--- config.mk ---
export PLATFORM = sky130hd
export DESIGN_NAME = fse_ecc_core
export DESIGN_NICKNAME = d
export VERILOG_FILES = /design/src/common/fse_pkg.sv /design/src/core/fse_pair_buf.sv /design/src/core/fse_ecc_core.sv
export SDC_FILE = /design/constraint.sdc
export NUM_CORES = 2
export LEC_CHECK = 0
export BUFFER_PORTS_ARGS = -buffer_cell sky130_fd_sc_hd__buf_2
export CORE_MARGIN = 2
export CORE_UTILIZATION = 31
export DETAILED_ROUTE_END_ITERATION = 8
export PLACE_DENSITY = 0.5
export SYNTH_ARGS = -nofsm -noshare
export SYNTH_HDL_FRONTEND = slang
export SYNTH_SLANG_ARGS = --single-unit
--- constraint.sdc ---
create_clock -name i_sys_clk -period 3.5 [get_ports i_sys_clk]
set_input_delay 0.175 -clock i_sys_clk [delete_from_list [all_inputs] [get_ports i_sys_clk]]
set_output_delay 0.175 -clock i_sys_clk [all_outputs]
set_load 0.02 [all_outputs]
--- src/common/fse_pkg.sv ---
// Shared constants, carrier types and code functions for the flash array check logic.
package fse_pkg;

  // ---------------------------------------------------------------------------
  // Geometry and widths
  // ---------------------------------------------------------------------------
  localparam int ADDR_W         = 32;
  localparam int DATA_W         = 128;
  localparam int UNIT_BYTES     = 16;
  localparam int HAM_W          = 8;
  localparam int CODE_W         = 9;
  localparam int UNIT_LSB       = 4;
  localparam int UNIT_W         = 6;
  localparam int NUM_UNITS      = 64;
  localparam int SEC_W          = 2;
  localparam int SEC_SHIFT_W    = 4;
  localparam int STAT_W         = 8;
  localparam int CNT_W          = 16;

  // ---------------------------------------------------------------------------
  // Field positions and values
  // ---------------------------------------------------------------------------
  localparam int CFG_DED_BIT    = 3;
  localparam int UST_DOUBLE_BIT = 3;
  localparam int UST_CORR_BIT   = 1;
  localparam int UST_OFF_BIT    = 0;
  localparam int EST_SINGLE_BIT = 3;
  localparam int EST_DOUBLE_BIT = 4;
  localparam logic [CNT_W-1:0]     CNT_MAX     = 16'hFFFF;
  localparam logic [7:0]           ERASED_BYTE = 8'hFF;
  localparam logic [NUM_UNITS-1:0] SECTOR_ONES = 64'h000000000000FFFF;
  localparam logic [STAT_W-1:0]    STAT_RESET  = 8'h00;
  localparam logic [ADDR_W-1:0]    ADDR_RESET  = 32'h00000000;

  // One corrected read word as it waits for the receiver.
  typedef struct packed {
    logic [ADDR_W-1:0] addr;
    logic [DATA_W-1:0] data;
    logic              single_err;
    logic              double_err;
  } fse_rd_word_t;

  localparam int WORD_W = $bits(fse_rd_word_t);

  // Hamming check bits over the unit plus one overall parity bit on top.
  function automatic logic [CODE_W-1:0] fse_encode(input logic [DATA_W-1:0] d);
    logic [CODE_W-1:0] c;
    int                p;
    c = '0;
    p = 3;
    for (int i = 0; i < DATA_W; i++) begin
      for (int j = 0; j < HAM_W; j++) begin
        if (p[j]) begin
          c[j] = c[j] ^ d[i];
        end
      end
      p = p + 1;
      if ((p & (p - 1)) == 0) begin
        p = p + 1;
      end
    end
    c[HAM_W] = ^{d, c[HAM_W-1:0]};
    return c;
  endfunction : fse_encode

  // Flips the data bit whose code position equals the syndrome.
  function automatic logic [DATA_W-1:0] fse_fix(input logic [DATA_W-1:0] d,
                                                input logic [HAM_W-1:0]  syn);
    logic [DATA_W-1:0] r;
    int                p;
    r = d;
    p = 3;
    for (int i = 0; i < DATA_W; i++) begin
      if (p[HAM_W-1:0] == syn) begin
        r[i] = ~d[i];
      end
      p = p + 1;
      if ((p & (p - 1)) == 0) begin
        p = p + 1;
      end
    end
    return r;
  endfunction : fse_fix

endpackage : fse_pkg

--- src/core/fse_pair_buf.sv ---
// Two-entry valid/ready buffer whose head entry drives the outputs from flops.
module fse_pair_buf
  import fse_pkg::*;
(
  input  wire logic              i_sys_clk,
  input  wire logic              i_arst_n,
  input  wire logic              i_in_valid,
  input  wire logic [WORD_W-1:0] i_in_word,
  output logic                   o_in_ready,
  output logic                   o_out_valid,
  output logic      [WORD_W-1:0] o_out_word,
  input  wire logic              i_out_ready,
  output logic      [1:0]        o_count
);

  logic              tail_v;
  logic [WORD_W-1:0] tail;
  logic              push;
  logic              pop;

  assign push    = i_in_valid && o_in_ready;
  assign pop     = o_out_valid && i_out_ready;
  assign o_count = {1'b0, o_out_valid} + {1'b0, tail_v};

  // ---------------------------------------------------------------------------
  // Head and tail entries
  // ---------------------------------------------------------------------------
  // The head refills from the tail first so words leave in arrival order.
  always_ff @(posedge i_sys_clk or negedge i_arst_n) begin
    if (!i_arst_n) begin
      o_out_valid <= 1'b0;
      o_out_word  <= '0;
      tail_v      <= 1'b0;
      tail        <= '0;
    end else if (pop || !o_out_valid) begin
      if (tail_v) begin
        o_out_valid <= 1'b1;
        o_out_word  <= tail;
        tail_v      <= push;
        if (push) begin
          tail <= i_in_word;
        end
      end else begin
        o_out_valid <= push;
        if (push) begin
          o_out_word <= i_in_word;
        end
      end
    end else if (push) begin
      tail   <= i_in_word;
      tail_v <= 1'b1;
    end
  end

  // Ready is a flop; it drops once the tail fills, except when a pop and a push refill the tail in one cycle.
  always_ff @(posedge i_sys_clk or negedge i_arst_n) begin
    if (!i_arst_n) begin
      o_in_ready <= 1'b0;
    end else begin
      o_in_ready <= !(tail_v && !pop) && !(push && o_out_valid && !pop);
    end
  end

endmodule : fse_pair_buf

--- src/core/fse_ecc_core.sv ---
// Check code generation, read correction and error reporting for the flash array.
//
// What this block does
// RULE1: Codes are built and checked over fixed 16-byte units with a Hamming code.
// RULE2: Each unit written to its 128-bit line also stores its hidden check code.
// RULE3: Every array read checks the stored code and fixes one-bit errors first.
// RULE4: The first program into an erased unit sets the code for the whole unit.
// RULE5: In single mode a repeat program turns checking off; sector erase restores it.
// RULE6: Double detection mode is default and uses a 9-bit code per unit.
// RULE7: In double mode a repeat program without erase is refused with an error.
// RULE8: Host erases every sector before changing detection mode.
// RULE9: The status transaction returns the 8-bit status of the addressed unit.
// RULE10: Status bit 3 shows a double error only while config bit 3 is set.
// RULE11: In double mode a refused repeat program leaves the checking-off flag clear.
// RULE12: Status bit 1 shows that a one-bit error was corrected in the unit.
// RULE13: Status bit 0 shows that checking is off for the unit.
// RULE14: Status bits 7 to 4 and bit 2 always read zero.
// RULE15: A status register accumulates single and double errors since the last clear.
// RULE16: The trap register keeps the address of the first error after a clear.
// RULE17: A counter adds up the single and double errors found during reads.
// RULE18: The 16-bit error counter stops at its maximum and never wraps.
// RULE19: Reset or the clear transaction clears status, trap and counter.
// RULE20: A unit in error counts once per read transaction, again in later ones.
// RULE21: An overall parity bit separates one-bit from two-bit syndromes.
module fse_ecc_core
  import fse_pkg::*;
(
  input  wire logic                i_sys_clk,
  input  wire logic                i_arst_n,
  input  wire logic [STAT_W-1:0]   i_config_reg4_volatile,
  input  wire logic                i_prog_valid,
  input  wire logic [ADDR_W-1:0]   i_prog_addr,
  input  wire logic [DATA_W-1:0]   i_prog_data,
  input  wire logic [UNIT_BYTES-1:0] i_prog_bmask,
  output logic                     o_prog_done,
  output logic                     o_prog_error,
  output logic                     o_arr_wr_en,
  output logic      [UNIT_W-1:0]   o_arr_wr_unit,
  output logic      [DATA_W-1:0]   o_arr_wr_data,
  output logic      [CODE_W-1:0]   o_arr_wr_code,
  input  wire logic                i_erase_valid,
  input  wire logic [SEC_W-1:0]    i_erase_sector,
  input  wire logic                i_rd_valid,
  input  wire logic                i_rd_start,
  input  wire logic [ADDR_W-1:0]   i_rd_addr,
  output logic                     o_rd_ready,
  output logic                     o_arr_rd_en,
  output logic      [UNIT_W-1:0]   o_arr_rd_unit,
  input  wire logic [DATA_W-1:0]   i_arr_rd_data,
  input  wire logic [CODE_W-1:0]   i_arr_rd_code,
  output logic                     o_rd_valid,
  output fse_rd_word_t             o_rd_word,
  input  wire logic                i_rd_out_ready,
  input  wire logic                i_stat_valid,
  input  wire logic [ADDR_W-1:0]   i_stat_addr,
  output logic                     o_stat_valid,
  output logic      [STAT_W-1:0]   o_data_unit_check_status,
  input  wire logic                i_clear_status,
  output logic      [STAT_W-1:0]   o_ecc_status,
  output logic      [ADDR_W-1:0]   o_trap_addr,
  output logic      [CNT_W-1:0]    o_err_count
);

  // ---------------------------------------------------------------------------
  // Per-unit state and shared decode
  // ---------------------------------------------------------------------------
  logic [NUM_UNITS-1:0] programmed;
  logic [NUM_UNITS-1:0] check_off;
  logic [NUM_UNITS-1:0] single_seen;
  logic [NUM_UNITS-1:0] double_seen;
  logic [NUM_UNITS-1:0] counted;
  logic [NUM_UNITS-1:0] erase_mask;
  logic                 ded_mode;
  logic [UNIT_W-1:0]    prog_unit;
  logic                 prog_repeat;
  logic                 prog_reject;
  logic                 prog_take;
  logic [DATA_W-1:0]    merged;
  logic [CODE_W-1:0]    merged_code;

  assign ded_mode    = i_config_reg4_volatile[CFG_DED_BIT];
  assign prog_unit   = i_prog_addr[UNIT_LSB +: UNIT_W];
  assign prog_repeat = programmed[prog_unit];
  assign prog_reject = i_prog_valid && ded_mode && prog_repeat; // RULE7
  assign prog_take   = i_prog_valid && !prog_reject;
  assign merged_code = fse_encode(merged);
  assign erase_mask  = i_erase_valid ? (SECTOR_ONES << {i_erase_sector, 4'h0}) : '0;

  // Bytes the host did not write stay erased so the code covers the whole unit.
  always_comb begin
    merged = '0;
    for (int b = 0; b < UNIT_BYTES; b++) begin
      merged[b*8 +: 8] = i_prog_bmask[b] ? i_prog_data[b*8 +: 8] : ERASED_BYTE; // RULE4
    end
  end

  // ---------------------------------------------------------------------------
  // Program path
  // ---------------------------------------------------------------------------
  // The code is written with the data; in single mode the parity bit is unused.
  always_ff @(posedge i_sys_clk or negedge i_arst_n) begin
    if (!i_arst_n) begin
      o_arr_wr_en   <= 1'b0;
      o_arr_wr_unit <= '0;
      o_arr_wr_data <= '0;
      o_arr_wr_code <= '0;
      o_prog_done   <= 1'b0;
      o_prog_error  <= 1'b0;
    end else begin
      o_arr_wr_en  <= prog_take; // RULE2
      o_prog_done  <= prog_take;
      o_prog_error <= prog_reject; // RULE7
      if (prog_take) begin
        o_arr_wr_unit <= prog_unit;
        o_arr_wr_data <= merged; // RULE1
        o_arr_wr_code <= ded_mode ? merged_code : {1'b0, merged_code[HAM_W-1:0]}; // RULE6
      end
    end
  end

  // Erase clears a sector's units; a program in the same cycle still marks its unit.
  always_ff @(posedge i_sys_clk or negedge i_arst_n) begin
    if (!i_arst_n) begin
      programmed <= '0;
    end else begin
      programmed <= (programmed & ~erase_mask) |
                    (prog_take ? (NUM_UNITS'(1) << prog_unit) : '0);
    end
  end

  // Only single mode disables checking; a refused double-mode repeat leaves it clear.
  always_ff @(posedge i_sys_clk or negedge i_arst_n) begin
    if (!i_arst_n) begin
      check_off <= '0;
    end else begin
      check_off <= (check_off & ~erase_mask) | // RULE5
                   ((prog_take && prog_repeat && !ded_mode) ? // RULE11
                    (NUM_UNITS'(1) << prog_unit) : '0);
    end
  end

  // ---------------------------------------------------------------------------
  // Read path: request, array access, decode
  // ---------------------------------------------------------------------------
  logic              rd_take;
  logic              st2;
  logic [ADDR_W-1:0] addr1;
  logic [ADDR_W-1:0] addr2;
  logic [UNIT_W-1:0] unit2;
  logic [HAM_W-1:0]  calc_syn;
  logic              par_err;
  logic              unit_on;
  logic              err_single;
  logic              err_double;
  logic              err_any;
  logic              err_new;
  logic [DATA_W-1:0] fixed_data;
  logic [CODE_W-1:0] rd_code_calc;
  logic [CODE_W-1:0] wr_code_calc;
  logic              buf_ready;
  logic [1:0]        buf_count;
  logic              buf_pop;
  logic [2:0]        occ_next;
  fse_rd_word_t      push_word;

  assign rd_take  = i_rd_valid && o_rd_ready;
  assign unit2    = addr2[UNIT_LSB +: UNIT_W];
  // A function result cannot be sliced directly, so both codes are held in nets first.
  assign rd_code_calc = fse_encode(i_arr_rd_data);
  assign wr_code_calc = fse_encode(o_arr_wr_data);
  assign calc_syn = i_arr_rd_code[HAM_W-1:0] ^ rd_code_calc[HAM_W-1:0];
  assign par_err  = ^{i_arr_rd_data, i_arr_rd_code}; // RULE21
  assign unit_on  = !check_off[unit2];
  assign err_single = st2 && unit_on && (ded_mode ? par_err : (calc_syn != '0)); // RULE21
  assign err_double = st2 && unit_on && ded_mode && !par_err && (calc_syn != '0); // RULE6
  assign err_any    = err_single || err_double;
  assign err_new    = err_any && !counted[unit2]; // RULE20
  assign fixed_data = (err_single && (calc_syn != '0)) ?
                      fse_fix(i_arr_rd_data, calc_syn) : i_arr_rd_data; // RULE3
  assign buf_pop  = o_rd_valid && i_rd_out_ready;
  assign occ_next = {1'b0, buf_count} + {2'b00, st2} - {2'b00, buf_pop};

  always_comb begin
    push_word            = '0;
    push_word.addr       = addr2;
    push_word.data       = fixed_data;
    push_word.single_err = err_single;
    push_word.double_err = err_double;
  end

  // A read is taken only when its word is sure to find room two cycles later.
  always_ff @(posedge i_sys_clk or negedge i_arst_n) begin
    if (!i_arst_n) begin
      o_rd_ready    <= 1'b0;
      o_arr_rd_en   <= 1'b0;
      o_arr_rd_unit <= '0;
      addr1         <= '0;
      st2           <= 1'b0;
      addr2         <= '0;
    end else begin
      o_rd_ready  <= !rd_take && !o_arr_rd_en && (occ_next < 3'h2);
      o_arr_rd_en <= rd_take;
      st2         <= o_arr_rd_en;
      addr2       <= addr1;
      if (rd_take) begin
        addr1         <= i_rd_addr;
        o_arr_rd_unit <= i_rd_addr[UNIT_LSB +: UNIT_W];
      end
    end
  end

  // Units already counted in this transaction; a new transaction starts fresh.
  always_ff @(posedge i_sys_clk or negedge i_arst_n) begin
    if (!i_arst_n) begin
      counted <= '0;
    end else if (rd_take && i_rd_start) begin
      counted <= '0; // RULE20
    end else if (err_any) begin
      counted <= counted | (NUM_UNITS'(1) << unit2);
    end
  end

  // Per-unit error flags last until the sector is erased.
  always_ff @(posedge i_sys_clk or negedge i_arst_n) begin
    if (!i_arst_n) begin
      single_seen <= '0;
      double_seen <= '0;
    end else begin
      single_seen <= (single_seen & ~erase_mask) |
                     (err_single ? (NUM_UNITS'(1) << unit2) : '0);
      double_seen <= (double_seen & ~erase_mask) |
                     (err_double ? (NUM_UNITS'(1) << unit2) : '0);
    end
  end

  fse_pair_buf u_buf (
    .i_sys_clk   (i_sys_clk),
    .i_arst_n    (i_arst_n),
    .i_in_valid  (st2),
    .i_in_word   (push_word),
    .o_in_ready  (buf_ready),
    .o_out_valid (o_rd_valid),
    .o_out_word  (o_rd_word),
    .i_out_ready (i_rd_out_ready),
    .o_count     (buf_count)
  );

  // ---------------------------------------------------------------------------
  // Reporting: unit status, accumulated status, trap, counter
  // ---------------------------------------------------------------------------
  logic              trap_valid;
  logic [UNIT_W-1:0] stat_unit;

  assign stat_unit = i_stat_addr[UNIT_LSB +: UNIT_W];

  // Reserved bits are built as zero; the double flag is gated by the mode bit.
  always_ff @(posedge i_sys_clk or negedge i_arst_n) begin
    if (!i_arst_n) begin
      o_stat_valid             <= 1'b0;
      o_data_unit_check_status <= STAT_RESET;
    end else begin
      o_stat_valid <= i_stat_valid; // RULE9
      if (i_stat_valid) begin
        o_data_unit_check_status <= STAT_RESET; // RULE14
        o_data_unit_check_status[UST_DOUBLE_BIT] <= double_seen[stat_unit] && ded_mode; // RULE10
        o_data_unit_check_status[UST_CORR_BIT]   <= single_seen[stat_unit]; // RULE12
        o_data_unit_check_status[UST_OFF_BIT]    <= check_off[stat_unit]; // RULE13
      end
    end
  end

  // An error in the clearing cycle survives the clear.
  always_ff @(posedge i_sys_clk or negedge i_arst_n) begin
    if (!i_arst_n) begin
      o_ecc_status <= STAT_RESET;
    end else begin
      o_ecc_status <= i_clear_status ? STAT_RESET : o_ecc_status; // RULE19
      if (err_single || (i_clear_status ? 1'b0 : o_ecc_status[EST_SINGLE_BIT])) begin
        o_ecc_status[EST_SINGLE_BIT] <= 1'b1; // RULE15
      end
      if (err_double || (i_clear_status ? 1'b0 : o_ecc_status[EST_DOUBLE_BIT])) begin
        o_ecc_status[EST_DOUBLE_BIT] <= 1'b1; // RULE15
      end
    end
  end

  // The trap holds the first failing address; later errors are ignored.
  always_ff @(posedge i_sys_clk or negedge i_arst_n) begin
    if (!i_arst_n) begin
      trap_valid  <= 1'b0;
      o_trap_addr <= ADDR_RESET;
    end else if (err_any && (!trap_valid || i_clear_status)) begin
      trap_valid  <= 1'b1; // RULE16
      o_trap_addr <= addr2;
    end else if (i_clear_status) begin
      trap_valid  <= 1'b0; // RULE19
      o_trap_addr <= ADDR_RESET;
    end
  end

  // Saturating counter; correction carries on once it is full.
  always_ff @(posedge i_sys_clk or negedge i_arst_n) begin
    if (!i_arst_n) begin
      o_err_count <= '0;
    end else if (i_clear_status) begin
      o_err_count <= err_new ? CNT_W'(1) : '0; // RULE19
    end else if (err_new && (o_err_count != CNT_MAX)) begin
      o_err_count <= o_err_count + CNT_W'(1); // RULE17 RULE18
    end
  end

  // ---------------------------------------------------------------------------
  // Assertions
  // ---------------------------------------------------------------------------
  cnt_saturate_a: assert property (@(posedge i_sys_clk) disable iff (!i_arst_n) // RULE18
    (o_err_count == CNT_MAX) && !i_clear_status |=> (o_err_count == CNT_MAX))
    else $error("error counter left its maximum");

  cnt_step_a: assert property (@(posedge i_sys_clk) disable iff (!i_arst_n) // RULE17
    err_new && !i_clear_status && (o_err_count != CNT_MAX) |=>
    (o_err_count == $past(o_err_count) + CNT_W'(1)))
    else $error("error counter did not step by one");

  cnt_once_a: assert property (@(posedge i_sys_clk) disable iff (!i_arst_n) // RULE20
    err_any && counted[unit2] && !i_clear_status |=> $stable(o_err_count))
    else $error("unit counted twice in one transaction");

  trap_hold_a: assert property (@(posedge i_sys_clk) disable iff (!i_arst_n) // RULE16
    trap_valid && !i_clear_status |=> trap_valid && $stable(o_trap_addr))
    else $error("trap address changed after capture");

  stat_reserved_a: assert property (@(posedge i_sys_clk) disable iff (!i_arst_n) // RULE14
    o_stat_valid |-> (o_data_unit_check_status[7:4] == 4'h0) &&
    !o_data_unit_check_status[2])
    else $error("reserved unit status bits set");

  stat_double_gate_a: assert property (@(posedge i_sys_clk) disable iff (!i_arst_n) // RULE10
    i_stat_valid && !ded_mode |=> o_stat_valid && !o_data_unit_check_status[UST_DOUBLE_BIT])
    else $error("double flag shown outside double mode");

  prog_refuse_a: assert property (@(posedge i_sys_clk) disable iff (!i_arst_n) // RULE7
    i_prog_valid && ded_mode && prog_repeat |=> o_prog_error && !o_arr_wr_en)
    else $error("repeat program not refused in double mode");

  off_on_repeat_a: assert property (@(posedge i_sys_clk) disable iff (!i_arst_n) // RULE5
    i_prog_valid && !ded_mode && prog_repeat && !i_erase_valid |=> check_off[$past(prog_unit)])
    else $error("repeat program left checking on");

  wr_code_a: assert property (@(posedge i_sys_clk) disable iff (!i_arst_n) // RULE2
    o_arr_wr_en |-> (o_arr_wr_code[HAM_W-1:0] == wr_code_calc[HAM_W-1:0]))
    else $error("stored code does not match written unit");

  double_status_a: assert property (@(posedge i_sys_clk) disable iff (!i_arst_n) // RULE15
    err_double |=> o_ecc_status[EST_DOUBLE_BIT] && o_rd_valid)
    else $error("double error not accumulated or not delivered");

  buf_room_a: assert property (@(posedge i_sys_clk) disable iff (!i_arst_n) // RULE3
    st2 |-> buf_ready)
    else $error("decoded read word found no room");

endmodule : fse_ecc_core

Yosys cells after proc, flatten, opt, wreduce, memory -nomap -nowiden

Cells that the tools add are included.

Bitwise gates (word level): 1047
Order comparisons: 4
Add/subtract/negate cells: 4
Div/mod/pow operators: 0
Reductions and logical operators: 53
Shift-type cells: 3
Mux-type cells: 187
Multiply operators: 0
Equality and inequality tests: 130

Operator list:

| cell                                                                  | count |
|---|---|
| 1-bit XOR                                                             | 908 |
| 162-bit 2-to-1 mux                                                    | 5 |
| 7-bit by 8-bit equality test with 1-bit output (first input constant) | 63 |
| 64-bit 2-to-1 mux                                                     | 7 |
| 64-bit bitwise OR                                                     | 5 |
| 64-bit bitwise AND                                                    | 4 |
| 6-bit by 8-bit equality test with 1-bit output (first input constant) | 31 |
| 1-bit 2-to-1 mux                                                      | 146 |
| 137-bit XOR reduction                                                 | 1 |
| 136-bit XOR reduction                                                 | 1 |
| 128-bit 2-to-1 mux                                                    | 1 |
| 8-bit 2-to-1 mux                                                      | 16 |
| 1-bit inverter                                                        | 128 |
| 1-bit by 6-bit left shift with 64-bit output (first input constant)   | 2 |
| 5-bit by 8-bit equality test with 1-bit output (first input constant) | 15 |
| 8-bit equality test (first input constant)                            | 8 |
| 32-bit 2-to-1 mux                                                     | 2 |
| 64-bit inverter                                                       | 1 |
| 16-bit by 6-bit left shift with 64-bit output (first input constant)  | 1 |
| 4-bit by 8-bit equality test with 1-bit output (first input constant) | 7 |
| 1-bit binary-select mux with 6-bit select                             | 6 |
| 16-bit 2-to-1 mux                                                     | 2 |
| 1-bit logical AND                                                     | 25 |
| 3-bit by 8-bit equality test with 1-bit output (first input constant) | 3 |
| other kinds (17)                                                      | 40 |

Output and inout bits: 382
Word-level logic and storage cells: 1456
Memory bits (writable): 0
Register bits: 920
Memory bits (read-only): 0
Memories kept: 0
Latch bits: 0

Depth between registers and ports, before layout

Depth in word-level cells: 75
Mapped depth: 14
Mapped depth without buffers: 10

Hierarchy

From an unflattened synthesis, not the netlist that was laid out.

Cell total of the unflattened synthesis: 4017
Area total of the unflattened synthesis: 47448.0 um^2

Modules (own cells, without submodules):

| module       | sequential area each (um^2) | cells each | area each (um^2) | times used |
|---|---|---|---|---|
| fse_ecc_core | 14689.1                     | 3141       | 32992.9          | 1 |
| fse_pair_buf | 8182.8                      | 876        | 14455.1          | 1 |

Worst setup path after synthesis

OpenSTA, ideal clock, no wires.

Kind: register -> register
Start point: register addr2[4]
End point: register o_err_count[12]
Cell stages (with the launch flop): 14
Buffers on the path: 5
Data arrival time: 3.529 ns
Data required time: 3.364 ns
Period minus slack after synthesis: 3.665 ns
Setup time: 0.136 ns
Slack: -0.165 ns
Cells stage by stage: dfrtp_1 -> buf_2 -> buf_2 -> buf_2 -> mux4_2 -> a221oi_1 -> o22ai_1 -> or3_1 -> or3_1 -> a21o_1 -> buf_4 -> buf_4 -> o31ai_1 -> a21oi_1

Longest elaborated chain between the ends: 11
Elaborated cells between the ends (all ways): 15
Those cells by class: 4 x mux; 11 x reduce/logical

RTL lines:

| element                                   | RTL line                                 | text |
|---|---|---|
| start, declared                           | fse_ecc_core.sv:148                      | `logic [ADDR_W-1:0] addr2;` |
| start signal, assigned                    | fse_ecc_core.sv:204                      | `addr2 <= addr1;` |
| 1-bit binary-select mux with 6-bit select | fse_ecc_core.sv:173                      | `assign unit_on = !check_off[unit2];` |
| 1-bit 2-to-1 mux (implied by the code)    | fse_ecc_core.sv:173                      |  |
| 1-bit zero test                           | fse_ecc_core.sv:173                      |  |
| 1-bit logical AND                         | fse_ecc_core.sv:174, fse_ecc_core.sv:175 |  |
| 1-bit logical AND (3 in series)           | fse_ecc_core.sv:175                      | `assign err_double = st2 && unit_on && ded_mode && !par_err && (calc_syn != '0);` |
| 1-bit logical OR                          | fse_ecc_core.sv:176                      | `assign err_any = err_single \|\| err_double;` |
| 1-bit logical AND *                       | fse_ecc_core.sv:177                      | `assign err_new = err_any && !counted[unit2];` |
| 1-bit logical AND *                       | fse_ecc_core.sv:307                      | `end else if (err_new && (o_err_count != CNT_MAX)) begin` |
| 2-bit nonzero test (no line) *            | -                                        |  |
| end signal, assigned                      | fse_ecc_core.sv:306                      | `o_err_count <= err_new ? CNT_W'(1) : '0;` |
| end signal, assigned                      | fse_ecc_core.sv:308                      | `o_err_count <= o_err_count + CNT_W'(1);` |
| end, declared                             | fse_ecc_core.sv:61                       | `output logic [CNT_W-1:0] o_err_count` |

Mark *: on every way between the ends. The rest lies on a longest branch, timed or not. The select of a mux whose other input is x is not followed.
A chain may end at the register's enable or synchronous reset.

Final worst setup path

Start point: register addr2[4]
End point: register o_err_count[14]

The elaborated chain is that of the path after synthesis.

==> flow_results.org <==
** Placed design
- OpenSTA, run right after detailed placement, puts the worst setup slack at -0.453 ns.
- GP Congestion :: 0.899
- The count of buffers added on input and output ports is 707.
- Once detailed placement completed, the half-perimeter wirelength came to 125000 µm.
- The placed instances occupy a cell area of 55200 µm².

** Detailed routing
- Residual DRC :: 0
- Routed vias :: 39200
- Wires add up to 175000 µm.
- Iteration-0 DRC count of the detailed router :: 2401
- Using the TritonRoute via totals, the vias-per-cell ratio works out to 4.92.
- In the final routed layout, each cell accounts on average for 22.0 µm.
- DR pass1 iterations :: 5
- Once detail routing completed, the nets flagged for antenna violations numbered 0.

** Synth
- Fraction of synthesized cell area taken by the top area cell type :: 49.2%
- The synthesized design contains 0 enable-type register cells.
- The Yosys step of the flow raised 0 warnings.
- Yosys mapped the design onto 67 distinct sky130hd cell types.
- In the synthesized netlist, the cells that appear most often are 914 x dfrtp_1, 850 x nand2_1, 603 x o21ai_0.
- Counting flops with an async set or reset pin after synthesis yields a share of 100%.
- Cell with the most instances after synthesis :: dfrtp_1
- Synthesis handed over a netlist of 4496 instances.
- Sequential-to-total area share from yosys stat :: 49.2%
- In this run the cell area of the synthesized design comes to 46500 µm².
- Avg Inst Size Synth :: 10.3 µm²
- Leading register cell type out of synthesis :: dfrtp_1
- Yosys attributes the largest share of cell area to dfrtp_1 49%, xnor2_1 6.9%, nand2_1 6.9%.
- The synthesized design contains 914 register bits.
- Area leader, netlist :: dfrtp_1

** STA
- Worst Tran Pin Value :: 1.22 ns
- Counting I/O delays and the setup requirement, the final critical path takes 3.66 ns.
- Max Clk Rate :: 273 MHz
- Unrepaired setup endpoints after global routing :: true
- Summed over all failing endpoints, the final setup total negative slack is -2.20 ns.
- Relative slew slack :: 18.9%
- Final Hold Viols :: 0
- Final worst slack :: -0.161 ns
- The final count of pins violating max slew was 0.
- Share of the cycle needed by the critical path after routing :: 105%
- Final Setup Violations :: 53
- On the final layout, the worst clock skew is 0.0608 ns.

** Floorplanning
- Die X :: 391 µm
- Die Outline Area :: 153000 µm²
- Core Footprint :: 149000 µm²
- Standard-cell rows :: 142
- In this run the vertical extent of the chip is 391 µm.
- During I/O placement, the number of pins put on the boundary was 778.
- Initial cell density of the core :: 31.1%

** Run status
- The final reports fail on negative setup slack.
- The flow ran to the end, but the final reports show violations.

** Worst setup path
- Top Family by Delay on Critical Path :: simple AND/OR/NAND/NOR gates
- STA classifies the critical path startpoint as a flip-flop.
- At the worst endpoint, the arrival time is 4.27 ns.
- STA puts the critical path data required time at 4.10 ns.
- Critical Path, Cell by Cell :: buf_12, mux4_2, a22o_1, a221oi_2, o22ai_2, or3_4, or3_4, a21o_4, buf_12, or4_4, a21oi_2
- Highest cell delay on the worst timing path :: 0.50 ns
- Setup CP Type :: flip-flop to flip-flop
- In this run the worst path has a maximum fanout of 11.
- Number of buffers and inverters on the critical path :: 2
- Master of the slowest instance on the critical path :: mux4_2
- Setup slack, reg-to-reg :: -0.16 ns
- STA classifies the critical path endpoint as a flip-flop.

** Cells and area
- Area growth syn-to-layout :: 40.5%
- Filler cell count in the final layout :: 14200
- Utilization after layout :: 43.7%
- Net count reported at finish :: 6254
- Once layout is done, the placed cells without fillers occupy 65300 µm².
- Layout cell share with drive strength beyond 1 :: 29.8%

** Global routing
- For this run, the total global-route usage over all layers was measured as 22.3%.
- Entering global routing, the biggest net connects 184 pins.
- The initial antenna violation count was 11.
- For this run the aggregate overflow at the end of global routing stands at 0.
- The via count of the first global-routing pass is 39200.
- The first global-routing pass estimated 257000 µm of wire.

** Pwr
- Net load switching power :: 23.9 mW
- In this run the static leakage power is 29.9 nW.
- Reg power frac :: 27.8%
- Proportion of power drawn by combinational gates :: 51.7%
- In this run switching power makes up 42.1% of total power.
- The clock network burns 20.5% of the power.
- Dividing total power by cell area gives a power density of 869 nW/µm².
- VDD sags by at most 1.24 mV.
- The internal portion of the total power is 32.8 mW.

** Clocking
- After clock tree synthesis, the clock-pin slew on the worst setup and hold paths is 0.06 ns.
- Number of buffers on the longest clock path :: 3
- Buffers inserted during clock tree synthesis total 107.
- The later pin in the worst-skew pair is clocked with a latency of 0.73 ns.
- The tree is rooted in a clkbuf_16.
- TritonCTS clock tree :: done
- The H-tree was split into 3 levels.
- Num Clock Sinks :: 914

** Flow run
- Across the run, the number of max-cap violations was 0.

** Hold path
- Hold Path Class :: input port to flip-flop
==> path summary, 6_finish.rpt <==
kind                       cells after the start                  start                          endpoint
max                                           11     addr2[4]$_DFF_PN0_       o_err_count[14]$_DFFE_PN0P_
min                                            4      i_arr_rd_data[13]  u_buf.o_out_word[15]$_DFFE_PN0P_
max reg2reg                                   11     addr2[4]$_DFF_PN0_       o_err_count[14]$_DFFE_PN0P_
min reg2reg                                    0  addr1[11]$_DFFE_PN0P_               addr2[11]$_DFF_PN0_
max in group asynchronous                      4               i_arst_n           check_off[63]$_DFF_PN0_
min in group asynchronous                      2               i_arst_n  u_buf.o_out_word[81]$_DFFE_PN0P_
==> sequential cells by signal (all words and copies together) (netlist names), 2 cells and up <==
signal,cells
o_data_unit_check_status,3
o_arr_wr_data,128
programmed,64
o_arr_wr_unit,6
check_off,64
single_seen,64
u_buf.o_out_word,162
addr2,32
o_trap_addr,32
u_buf.tail,162
o_arr_wr_code,9
addr1,27
o_arr_rd_unit,5
o_ecc_status,2
double_seen,64
counted,64
o_err_count,16
==> layout make-up <==
cell class | instances | area, µm² | share of cell area [%]
multi-input combinational | 3248 | 24200 | 37.1
sequential | 914 | 22900 | 35.0
timing repair buffer | 1558 | 11900 | 18.3
clock buffer | 156 | 3070 | 4.70
tap | 2016 | 2520 | 3.86
clock inverter | 46 | 577 | 0.883
inverter | 25 | 93.8 | 0.144
antenna | 6 | 15.0 | 0.0230
==> metrics by stage <==
step	total power [mW]	instances	hold WS, ns
final	56.7	7969	0.0290
after global routing	59.7	7969	0.0203
after CTS	55.3	7946	0.00477
after detailed placement	41.1	7329	0.288
after global placement	40.9	7329	0.298
after floorplan	28.9	4506	-0.121
==> worst min-delay path, stage by stage <==
cell and delay [ns]:
buf_2 0.17, xor2_1 0.09, buf_4 0.14, o21ai_2 0.09
==> what timing repair did <==
item / in CTS / in global routing
setup endpoints to repair: 161 / 440
pin swaps: 132 / 133
hold buffers: 399 / 2
setup buffers: 21 / 19
endpoints found under the hold margin: 462 / 3
resized for setup: 291 / 220
gates cloned: 3 / 3
==> layout by cell type, fill, tap and decap left out, drive strengths merged, types with 11 or more instances in the layout <==
master       count
a211oi          14
a21boi          27
a21o            11
a21oi          142
a22o            35
and2            12
and3           108
buf           1154
clkbuf         159
clkinv          26
conb            11
dfrtp          914
dlygate4sd3    401
inv             30
mux2            42
mux2i           45
mux4           116
nand2          850
nand2b          31
nand3           23
nor2            97
nor2b          148
nor3            89
nor4            13
o21a            68
o21ai          645
o31ai           55
or3             14
xnor2          371
xnor3           72
xor2           139
==> power by group through the flow <==
stage	clock (mW)	combinational, mW	sequential, mW
after floorplan	0	12.0	16.9
after global placement	0	25.0	15.8
after detailed placement	0	25.2	15.9
after CTS	11.9	27.6	15.8
after global routing	12.3	31.3	16.1
final	11.6	29.3	15.8
==> kinds of logic (layout without fill, tap and decap cells) <==
group,count (synthesis),count (layout),synth area share (%)
flip-flops,914,914,49.2
buffers and inverters,344,1785,3.16
other,1,17,0.00806
AO/OA/AOI/OAI,1026,1026,12.6
multiplexers,203,203,7.60
AND/OR/NAND/NOR,1415,1415,13.7
adder cells (fa/ha/maj),4,4,0.108
XOR/XNOR,589,589,13.6
==> metal layers <==
metal | part of all wire (%) | global-route usage (%) | vias up
li1 | - | - | 18100
met1 | 43 | 29.9 | 19600
met2 | 47 | 35.6 | 1140
met3 | 6.1 | 4.00 | 298
met4 | 3.8 | 8.73 | 4
met5 | 0.013 | 0 | -
Power figures use the tool's default switching activity.
